--- config.mk ---
export PLATFORM = sky130hd
export DESIGN_NAME = mrg_gate
export DESIGN_NICKNAME = d
export VERILOG_FILES = /design/src/rtl/mrg_pkg.sv /design/src/rtl/mrg_gate.sv /design/src/rtl/mrg_conn_slot.sv
export VERILOG_INCLUDE_DIRS = /design/src /design/src/rtl
export SDC_FILE = /design/constraint.sdc
export NUM_CORES = 1
export LEC_CHECK = 0
export BUFFER_PORTS_ARGS = -buffer_cell sky130_fd_sc_hd__buf_2
export CORE_MARGIN = 2
export CORE_UTILIZATION = 53
export CTS_CLUSTER_SIZE = 25
export DETAILED_ROUTE_END_ITERATION = 8
export GPL_TIMING_DRIVEN = 0
export PLACE_DENSITY_LB_ADDON = 0.3
export REMOVE_ABC_BUFFERS = 1
export SLEW_MARGIN = 25
export SYNTH_ARGS = -nofsm -noshare
export SYNTH_HDL_FRONTEND = slang
export SYNTH_SLANG_ARGS = --single-unit
--- constraint.sdc ---
create_clock -name clk_sys -period 3.56 [get_ports clk_sys]
set_input_delay 0.712 -clock clk_sys [delete_from_list [all_inputs] [get_ports clk_sys]]
set_output_delay 0.712 -clock clk_sys [all_outputs]
set_load 0.1 [all_outputs]
--- src/rtl/mrg_defines.svh ---
// Constants of the register access gate: function codes, table addresses,
// limits, exception codes and reset values.
// Assumes inclusion by bare name from the gate's design files.
`ifndef MRG_DEFINES_SVH
`define MRG_DEFINES_SVH

// ----------------------------------------------------------------------
// Function codes
// ----------------------------------------------------------------------
`define MRG_FC_RD_DI 8'h02
`define MRG_FC_RD_HR 8'h03
`define MRG_FC_RD_IR 8'h04
`define MRG_FC_WR_ONE 8'h06
`define MRG_FC_WR_MANY 8'h10

// ----------------------------------------------------------------------
// Quantity limits per request, in registers
// ----------------------------------------------------------------------
`define MRG_RD_MAX 16'h007d
`define MRG_WR_MAX 16'h007b
`define MRG_ONE_WORD 16'h0001

// ----------------------------------------------------------------------
// Holding register addresses, zero based
// ----------------------------------------------------------------------
`define MRG_HR_REQ_PM 16'h0000
`define MRG_HR_EXIT_PM 16'h0001
`define MRG_HR_LASER 16'h019a
`define MRG_HR_SETUP 16'h01f5

// ----------------------------------------------------------------------
// Data values and exception codes
// ----------------------------------------------------------------------
`define MRG_WO_VALUE 16'hffff
`define MRG_EXC_ILL_FUNC 8'h01
`define MRG_EXC_ILL_ADDR 8'h02
`define MRG_EXC_ILL_VALUE 8'h03
`define MRG_EXC_NO_CONN 8'h04
`define MRG_EXC_NO_PM 8'h01
`define MRG_EXC_BUSY 8'h06

// ----------------------------------------------------------------------
// Interface numbering and reset values
// ----------------------------------------------------------------------
`define MRG_WEB_IF 0
`define MRG_RST_WORD 16'h0000
`define MRG_RST_CODE 8'h00
`define MRG_RST_DATA 32'h0000_0000

`endif

--- src/rtl/mrg_pkg.sv ---
// Types shared by the register access gate.
// Assumes nothing of its surroundings.
package mrg_pkg;

  // Sequencer states of the gate.
  typedef enum logic [2:0] {
    ST_IDLE = 3'b000,
    ST_LOOK = 3'b001,
    ST_USE = 3'b010,
    ST_HI = 3'b011,
    ST_WLO = 3'b100,
    ST_WHI = 3'b101,
    ST_COMMIT = 3'b110
  } mrg_state_e;

  // Independent address tables behind the gate.
  typedef enum logic [1:0] {
    MRG_TBL_DI = 2'b00,
    MRG_TBL_IR = 2'b01,
    MRG_TBL_HR = 2'b10
  } mrg_table_e;

endpackage

--- src/rtl/mrg_gate.sv ---
// Register access gate between protocol front ends and the sensor tables.
// Assumes parsed requests from each interface's framing layer and a
// backend that answers a table lookup one cycle after the lookup strobe.
//
// Overview of operation
// One client connection per protocol interface.
// Reads are served with or without parametrisation.
// Writes take effect only under held parametrisation.
// Parametrisation held by one interface at most.
// Process interfaces write only mode, laser, setup.
// Read codes 02, 04, 03 served.
// Write codes 06 and 16 served.
// Each function-code table decoded on its own.
// Registers are 16 bits, wide values span several.
// Client accesses whole multi-register values only.
// Low word sits at the lower address.
// Write-only register reads back as all ones.
// Client obtains parametrisation before loading or laser.
// Frame addresses count from zero.
// Refused write answered with an exception.
`timescale 1ns/1ns
`include "mrg_defines.svh"

module mrg_gate
  import mrg_pkg::*;
#(
  parameter int N_IF = 3,
  parameter int IFW = 2
) (
  input wire logic clk_sys,
  input wire logic reset,
  input wire logic [N_IF-1:0] conn_open,
  input wire logic [N_IF-1:0] conn_close,
  output logic [N_IF-1:0] conn_active,
  output logic [N_IF-1:0] conn_refused,
  input wire logic req_valid,
  output logic req_ready,
  input wire logic [IFW-1:0] req_if,
  input wire logic [7:0] req_fc,
  input wire logic [15:0] req_addr,
  input wire logic [15:0] req_count,
  input wire logic wdat_valid,
  output logic wdat_ready,
  input wire logic [15:0] wdat_data,
  output logic rsp_valid,
  output logic rsp_last,
  output logic rsp_exc,
  output logic [7:0] rsp_code,
  output logic [15:0] rsp_data,
  output logic be_rd,
  output mrg_table_e be_table,
  output logic [15:0] be_addr,
  input wire logic [1:0] be_words,
  input wire logic be_first,
  input wire logic be_wo,
  input wire logic [31:0] be_rdata,
  output logic be_wr,
  output logic [31:0] be_wdata,
  output logic pm_held,
  output logic [IFW-1:0] pm_owner
);

  // ----------------------------------------------------------------------
  // Connection slots
  // ----------------------------------------------------------------------
  // Each interface has its own slot; they never interact.
  for (genvar i = 0; i < N_IF; i++) begin : g_slot
    mrg_conn_slot u_slot (
      .clk_sys(clk_sys),
      .reset(reset),
      .open_req(conn_open[i]),
      .close_req(conn_close[i]),
      .active(conn_active[i]),
      .refused(conn_refused[i])
    );
  end

  // ----------------------------------------------------------------------
  // State and datapath registers
  // ----------------------------------------------------------------------
  mrg_state_e state_q, state_d; // Sequencer state.
  logic [IFW-1:0] if_q, if_d; // Interface that owns the request.
  logic [7:0] fc_q, fc_d; // Function code of the request.
  logic [15:0] addr_q, addr_d; // Current register address.
  logic [15:0] left_q, left_d; // Registers still to transfer.
  logic [1:0] w_q, w_d; // Width of the current item in words.
  logic wo_q, wo_d; // Current item is write-only.
  logic [31:0] data_q, data_d; // Item value, low word in bits 15:0.
  logic pm_held_q; // Parametrisation mode is held.
  logic [IFW-1:0] pm_owner_q; // Interface that holds it.
  logic rsp_valid_q, rsp_last_q, rsp_exc_q;
  logic [7:0] rsp_code_q;
  logic [15:0] rsp_data_q;

  // Combinational request decode and sequencer outputs.
  logic rq_rd, rq_wr, rq_conn, rq_owner;
  logic [15:0] rq_cnt, rq_max;
  logic is_rd, is_wr, internal, allowed, owner_ok;
  logic [1:0] u_words;
  logic [15:0] w_ext;
  mrg_table_e tbl;
  logic emit, emit_last, emit_exc;
  logic [7:0] emit_code;
  logic [15:0] emit_data;
  logic pm_take, pm_drop;

  // ----------------------------------------------------------------------
  // Decode
  // ----------------------------------------------------------------------
  // Decode of the incoming request, used only while idle.
  always_comb begin
    rq_rd = (req_fc == `MRG_FC_RD_DI) || (req_fc == `MRG_FC_RD_HR) ||
            (req_fc == `MRG_FC_RD_IR);
    rq_wr = (req_fc == `MRG_FC_WR_ONE) ||
            (req_fc == `MRG_FC_WR_MANY);
    rq_cnt = (req_fc == `MRG_FC_WR_ONE) ? `MRG_ONE_WORD : req_count;
    rq_max = rq_rd ? `MRG_RD_MAX : `MRG_WR_MAX;
    rq_conn = (req_if < IFW'(N_IF)) && conn_active[req_if];
    rq_owner = pm_held_q && (pm_owner_q == req_if);
  end

  // Decode of the request in progress. Each read code picks its own table and writes use the HR table, so
  // one address means unrelated things in different tables.
  always_comb begin
    is_rd = (fc_q == `MRG_FC_RD_DI) || (fc_q == `MRG_FC_RD_HR) ||
            (fc_q == `MRG_FC_RD_IR);
    is_wr = !is_rd;
    if (fc_q == `MRG_FC_RD_DI) begin
      tbl = MRG_TBL_DI;
    end else if (fc_q == `MRG_FC_RD_IR) begin
      tbl = MRG_TBL_IR;
    end else begin
      tbl = MRG_TBL_HR;
    end
    // The mode request and exit registers live in the gate itself.
    internal = (tbl == MRG_TBL_HR) && ((addr_q == `MRG_HR_REQ_PM) ||
               (addr_q == `MRG_HR_EXIT_PM));
    // Only the web path configures freely; the rest are narrowed.
    allowed = (if_q == IFW'(`MRG_WEB_IF)) || internal ||
              (addr_q == `MRG_HR_LASER) || (addr_q == `MRG_HR_SETUP);
    owner_ok = pm_held_q && (pm_owner_q == if_q);
    u_words = (internal || be_words != 2'd2) ? 2'd1 : 2'd2;
    w_ext = {14'h0000, w_q};
  end

  // ----------------------------------------------------------------------
  // Sequencer
  // ----------------------------------------------------------------------
  // Walks one request register by register. Words of a read are sent as
  // they are found; a later exception ends the answer, so the framing
  // layer must hold words until the last one arrives.
  always_comb begin
    state_d = state_q;
    if_d = if_q;
    fc_d = fc_q;
    addr_d = addr_q;
    left_d = left_q;
    w_d = w_q;
    wo_d = wo_q;
    data_d = data_q;
    emit = 1'b0;
    emit_last = 1'b0;
    emit_exc = 1'b0;
    emit_code = `MRG_RST_CODE;
    emit_data = `MRG_RST_WORD;
    pm_take = 1'b0;
    pm_drop = 1'b0;
    unique case (state_q)
      ST_IDLE: begin
        if (req_valid) begin
          if_d = req_if;
          fc_d = req_fc;
          addr_d = req_addr;
          left_d = rq_cnt;
          emit = 1'b1;
          emit_last = 1'b1;
          emit_exc = 1'b1;
          if (!rq_conn) begin
            emit_code = `MRG_EXC_NO_CONN;
          end else if (!(rq_rd || rq_wr)) begin
            emit_code = `MRG_EXC_ILL_FUNC;
          end else if (rq_cnt == 16'h0000 || rq_cnt > rq_max) begin
            emit_code = `MRG_EXC_ILL_VALUE;
          end else if (rq_wr && !rq_owner &&
                       req_addr != `MRG_HR_REQ_PM) begin
            emit_code = `MRG_EXC_NO_PM;
          end else begin
            // Reads pass regardless of the mode.
            emit = 1'b0;
            emit_last = 1'b0;
            emit_exc = 1'b0;
            state_d = ST_LOOK;
          end
        end
      end
      ST_LOOK: begin
        state_d = ST_USE;
      end
      ST_USE: begin
        w_d = u_words;
        wo_d = internal || be_wo;
        data_d = be_rdata;
        if (!(internal || be_first) || {14'h0000, u_words} > left_q) begin
          // A partial wide value is refused as a bad address.
          emit = 1'b1;
          emit_last = 1'b1;
          emit_exc = 1'b1;
          emit_code = `MRG_EXC_ILL_ADDR;
          state_d = ST_IDLE;
        end else if (is_wr && !allowed) begin
          emit = 1'b1;
          emit_last = 1'b1;
          emit_exc = 1'b1;
          emit_code = `MRG_EXC_ILL_ADDR;
          state_d = ST_IDLE;
        end else if (is_rd) begin
          // Low word first, at the lower address.
          emit = 1'b1;
          emit_data = (internal || be_wo) ? `MRG_WO_VALUE :
                      be_rdata[15:0];
          if (u_words == 2'd2) begin
            state_d = ST_HI;
          end else begin
            addr_d = addr_q + 16'h0001;
            left_d = left_q - 16'h0001;
            emit_last = (left_q == 16'h0001);
            state_d = emit_last ? ST_IDLE : ST_LOOK;
          end
        end else begin
          state_d = ST_WLO;
        end
      end
      ST_HI: begin
        emit = 1'b1;
        emit_data = wo_q ? `MRG_WO_VALUE : data_q[31:16];
        emit_last = (left_q == 16'h0002);
        addr_d = addr_q + 16'h0002;
        left_d = left_q - 16'h0002;
        state_d = emit_last ? ST_IDLE : ST_LOOK;
      end
      ST_WLO: begin
        if (wdat_valid) begin
          data_d = {16'h0000, wdat_data};
          state_d = (w_q == 2'd2) ? ST_WHI : ST_COMMIT;
        end
      end
      ST_WHI: begin
        if (wdat_valid) begin
          data_d = {wdat_data, data_q[15:0]};
          state_d = ST_COMMIT;
        end
      end
      ST_COMMIT: begin
        addr_d = addr_q + w_ext;
        left_d = left_q - w_ext;
        emit_last = (left_q == w_ext);
        emit = emit_last;
        state_d = emit_last ? ST_IDLE : ST_LOOK;
        if (internal && addr_q == `MRG_HR_REQ_PM && pm_held_q &&
            pm_owner_q != if_q) begin
          // The mode is taken by another interface.
          emit = 1'b1;
          emit_last = 1'b1;
          emit_exc = 1'b1;
          emit_code = `MRG_EXC_BUSY;
          state_d = ST_IDLE;
        end else if (!internal && !owner_ok) begin
          // The mode was left part way through the request.
          emit = 1'b1;
          emit_last = 1'b1;
          emit_exc = 1'b1;
          emit_code = `MRG_EXC_NO_PM;
          state_d = ST_IDLE;
        end else begin
          pm_take = internal && addr_q == `MRG_HR_REQ_PM;
          pm_drop = internal && addr_q == `MRG_HR_EXIT_PM && owner_ok;
        end
      end
      default: begin
        state_d = ST_IDLE;
      end
    endcase
  end

  // State register.
  always_ff @(posedge clk_sys) begin
    if (reset) begin
      state_q <= ST_IDLE;
    end else begin
      state_q <= state_d;
    end
  end

  // Request datapath.
  always_ff @(posedge clk_sys) begin
    if (reset) begin
      if_q <= '0;
      fc_q <= `MRG_RST_CODE;
      addr_q <= `MRG_RST_WORD;
      left_q <= `MRG_RST_WORD;
      w_q <= 2'd1;
      wo_q <= 1'b0;
      data_q <= `MRG_RST_DATA;
    end else begin
      if_q <= if_d;
      fc_q <= fc_d;
      addr_q <= addr_d;
      left_q <= left_d;
      w_q <= w_d;
      wo_q <= wo_d;
      data_q <= data_d;
    end
  end

  // ----------------------------------------------------------------------
  // Parametrisation mode
  // ----------------------------------------------------------------------
  // Granting wins over a release in the same cycle. An owner that loses
  // its connection gives the mode up, otherwise it would be stuck.
  always_ff @(posedge clk_sys) begin
    if (reset) begin
      pm_held_q <= 1'b0;
      pm_owner_q <= '0;
    end else if (pm_take) begin
      pm_held_q <= 1'b1;
      pm_owner_q <= if_q;
    end else if (pm_drop || (pm_held_q && conn_close[pm_owner_q])) begin
      pm_held_q <= 1'b0;
    end
  end

  // ----------------------------------------------------------------------
  // Response and backend outputs
  // ----------------------------------------------------------------------
  // Answers are registered; valid is a one-cycle pulse per word.
  always_ff @(posedge clk_sys) begin
    if (reset) begin
      rsp_valid_q <= 1'b0;
      rsp_last_q <= 1'b0;
      rsp_exc_q <= 1'b0;
      rsp_code_q <= `MRG_RST_CODE;
      rsp_data_q <= `MRG_RST_WORD;
    end else begin
      rsp_valid_q <= emit;
      rsp_last_q <= emit && emit_last;
      rsp_exc_q <= emit && emit_exc;
      rsp_code_q <= emit_code;
      rsp_data_q <= emit_data;
    end
  end

  assign req_ready = (state_q == ST_IDLE);
  assign wdat_ready = (state_q == ST_WLO) || (state_q == ST_WHI);
  assign be_rd = (state_q == ST_LOOK);
  assign be_table = tbl;
  assign be_addr = addr_q;
  // Forwarded writes happen only for the mode holder.
  assign be_wr = (state_q == ST_COMMIT) && !internal && owner_ok;
  assign be_wdata = data_q;
  assign rsp_valid = rsp_valid_q;
  assign rsp_last = rsp_last_q;
  assign rsp_exc = rsp_exc_q;
  assign rsp_code = rsp_code_q;
  assign rsp_data = rsp_data_q;
  assign pm_held = pm_held_q;
  assign pm_owner = pm_owner_q;
endmodule

--- src/rtl/mrg_conn_slot.sv ---
// One client connection slot of one protocol interface.
// Assumes open and close requests are one-cycle pulses on clk_sys.
`timescale 1ns/1ns

module mrg_conn_slot (
  input wire logic clk_sys,
  input wire logic reset,
  input wire logic open_req,
  input wire logic close_req,
  output logic active,
  output logic refused
);

  // ----------------------------------------------------------------------
  // Slot state
  // ----------------------------------------------------------------------
  logic active_q; // A client holds this slot.
  logic refused_q; // A second client was turned away.

  // A second open while the slot is taken is refused, never queued.
  // An open that meets a close takes the freed slot instead of being lost.
  always_ff @(posedge clk_sys) begin
    if (reset) begin
      active_q <= 1'b0;
    end else if (open_req) begin
      active_q <= 1'b1;
    end else if (close_req) begin
      active_q <= 1'b0;
    end
  end

  // The refusal is a one-cycle pulse so the link layer can drop the client.
  always_ff @(posedge clk_sys) begin
    if (reset) begin
      refused_q <= 1'b0;
    end else begin
      refused_q <= open_req && active_q && !close_req;
    end
  end

  assign active = active_q;
  assign refused = refused_q;

endmodule

==> results by group <==
Clock network
  – Clock sink count: 111
  – Clock Tree Buf Depth: 2
  – CTS tree: yes
  – Clock Latency Late Sink: 0.36 ns
  – Clock root buffer master: clkbuf_16
  – Clock transition at path regs: roughly 0.07 ns
  – H-Tree Level Count: 3
  – Inserted Clock Buffers: 9

Detailed routing
  – WL/cell: between 15 and 20 microns
  – Routed WL: 22200 microns
  – Final antenna-violating net count: 0
  – DR DRC count: 0
  – Vias: 7678
  – Drt first pass iters: 8
  – Avg Vias per Cell: 6.222
  – Starting DRT DRC Count: 1040

Logic synthesis
  – Cell taking the most area after synthesis: dfxtp_1
  – Yosys cell types: 77
  – Mean post-synth cell area: 7.524 sq um
  – Post-synth EDFFs: 0
  – Mapped cell area: 6914 sq um
  – Ys flop type: dfxtp_1
  – Mapped Cells: 919
  – Ys async rst share: 0%
  – Register area share after synthesis: 32.14%
  – Synth top area share: around a third
  – Synth warn: 0
  – Flops & latches, synth: 111
  – Synth top area cells: dfxtp_1 32%, a21oi_1 6.9%, nand2_1 6.1%, nor2_1 5.5%, o21ai_0 4.6%

STA
  – Final Cycle Share: 101.0%
  – Max_slew headroom: 22.20%
  – Setup Skew: 0.006265 ns
  – Unrepaired setup endpoints after global routing: yes
  – Min cycle time layout: ~3.6 ns
  – Fin. Hold Viols: 0
  – Total negative setup slack: -0.03600 ns
  – Max Clk Rate: 278.1 MHz
  – Setup WS post-layout: -0.03600 ns
  – Slew @ Worst Pin: between 1 and 1.5 ns
  – Final setup fails: 1
  – Max Slew Vio Count: 0

Final layout
  – Antenna diodes: 0
  – Most frequent cells in the layout: 187 x buf_2, 109 x nand2_1, 106 x dfxtp_1
  – Commonest non-fill, non-tap cell in the layout: buf_2
  – Fill count: between 1k and 1.5k
  – Nets: 1177
  – Ratio of cells with drive above 1 in the final layout: 24.86%
  – Non-filler cells, final: 1234
  – Multi-input combinational cell area: between 4000 and 5000 sq um
  – Fin util: 65.30%
  – P&R area growth vs syn: 19.67%
  – Sequential cell area: 2231 sq um

Floorplan
  – Die ar.: 13970 sq um
  – Starting Density: about 55%
  – Core Box Area: 12670 sq um
  – Chip Width: 118.2 microns
  – Die Ht: 118.2 microns
  – IO Pins: 194
  – Cell Rows: 41

Placed design
  – Worst slack at placement: -0.6013 ns
  – Routability Congestion: 0.9501
  – Post-DP HPWL: 15130 microns
  – Placed insts: 1212
  – Number of port buffers: 188

Global route
  – Pin count of the biggest net entering global routing: 64
  – First-pass GRT wire length: 35730 microns
  – Vias in the first global route: roughly 7k
  – Initial antenna violation count: 0
  – GRT overflow: 0
  – Global Route Usage Sum: 31.19%

Pwr
  – Total power density per cell area: 463.0 nW/um^2
  – Worst vdd ir: 0.0003311 V
  – P_leak: ~3.4 nW

Setup path
  – Worst-path fanout max: 13
  – Critical Path Sink Type: flip-flop
  – Req. time, crit path: about 3.8 ns
  – Worst R2R Setup Slack: -0.04 ns
  – Crit path arrival time: roughly 3.8 ns
  – Critical Path Source Type: flip-flop
  – CP Class: flip-flop to flip-flop

Hold path
  – Class of the tightest hold or removal check: flip-flop to flip-flop

Run
  – MaxCap Viol Count: 0

Status
  – Failing checks: setup timing
  – Status: finished with violations
==> layout make-up <==
cell class | instances | share of cell area (%)
multi-input combinational | 718 | 52.64
sequential | 111 | 26.96
timing repair buffer | 198 | 13.17
clock buffer | 10 | 2.888
tap | 172 | 2.601
inverter | 19 | 0.9224
clock inverter | 6 | 0.8166
==> synthesized netlist by cell type, types with 5 or more instances <==
cell,n
nand2_1,112
dfxtp_1,111
nor2_1,102
a21oi_1,95
o21ai_0,64
clkbuf_1,51
nand3_1,28
a211oi_1,22
and3_1,22
a311oi_1,19
inv_1,18
nor3_1,17
o21ai_1,16
ha_1,14
nand2b_1,14
buf_4,11
a221oi_1,10
nor4_1,10
o22ai_1,10
xnor2_1,10
nand4_1,9
nor2b_1,9
a31oi_1,7
mux2i_1,7
o211ai_1,7
or3_1,7
and2_1,6
buf_6,6
o21a_1,6
o31ai_1,6
a22o_1,5
or3b_2,5
or4_1,5
==> timing repair <==
item                       in CTS  in global routing
setup buffers                   6                  0
resized for setup              15                  8
hold buffers                    0                  0
setup endpoints to repair      79                 36
pin swaps                       5                  4
==> cell families after synthesis <==
kind of cell / Yosys count / share of synthesized area [%]
and+or+nand+nor: 376 / 27.29
buffers and inverters: 94 / 6.569
DFF: 111 / 32.14
muxes: 7 / 1.013
adders and majority gates: 16 / 3.113
xor gates and xnor gates: 12 / 1.520
AOI/OAI and AO/OA: 302 / 28.30
other: 1 / 0.05424
==> flip-flops by register name, summed over array words and instances, names as in the netlist <==
name / flops
g_slot.u_slot.refused: 3
if_q: 2
rsp_valid: 1
be_wdata: 32
rsp_data: 16
state_q: 3
w_q: 2
be_addr: 16
pm_owner: 2
fc_q: 8
wo_q: 1
rsp_last: 1
rsp_code: 3
rsp_exc: 1
pm_held: 1
left_q: 16
g_slot.u_slot.active: 3
==> metal layers <==
metal  vias up  GRT usage [%]  share of wire, %
li1       3632              -                 -
met1      3538          39.45                40
met2       427          51.48                48
met3        81          7.046               8.4
met4         0          12.27               3.4
met5         -              0                 0
==> power breakdown <==
part | internal (W) | total [W] | switching [W] | leakage (nW)
registers | 0.00132 | 0.00146 | 0.000145 | 0.905
clock network | 0.000568 | 0.00107 | 0.000502 | 0.145
logic | 0.000397 | 0.00130 | 0.000902 | 2.34
==> path summary, 6_finish.rpt <==
check / startpoint / cells after the start / to
setup / recovery: fc_q[6] / 13 / be_addr[12]
hold / removal: fc_q[3] / 2 / fc_q[3]
setup reg to reg: fc_q[6] / 13 / be_addr[12]
hold reg to reg: fc_q[3] / 2 / fc_q[3]
==> stage by stage <==
stage               power (W)  instance area [sq um]  hold slack [ns]
CTS                  0.003813                   8244           0.4646
global placement     0.002657                   7702           0.4465
detailed placement   0.002702                   7818           0.4549
finish               0.003831                   8274           0.4613
global route         0.004006                   8274           0.4888
floorplan            0.002345                   6546           0.4296
==> critical path, stage by stage (launching register included) <==
cell and delay (ns):
dfxtp_1 0.31, or4_4 0.54, or4_4 0.49, nand3_4 0.12
and3_4 0.22, ha_1 0.28, a21oi_2 0.20, a211oi_4 0.07
nor3b_4 0.33, o311ai_4 0.12, buf_4 0.17, buf_8 0.14
nor4_2 0.36, nor3_1 0.11
No activity file was read; power rests on OpenSTA's default activity.
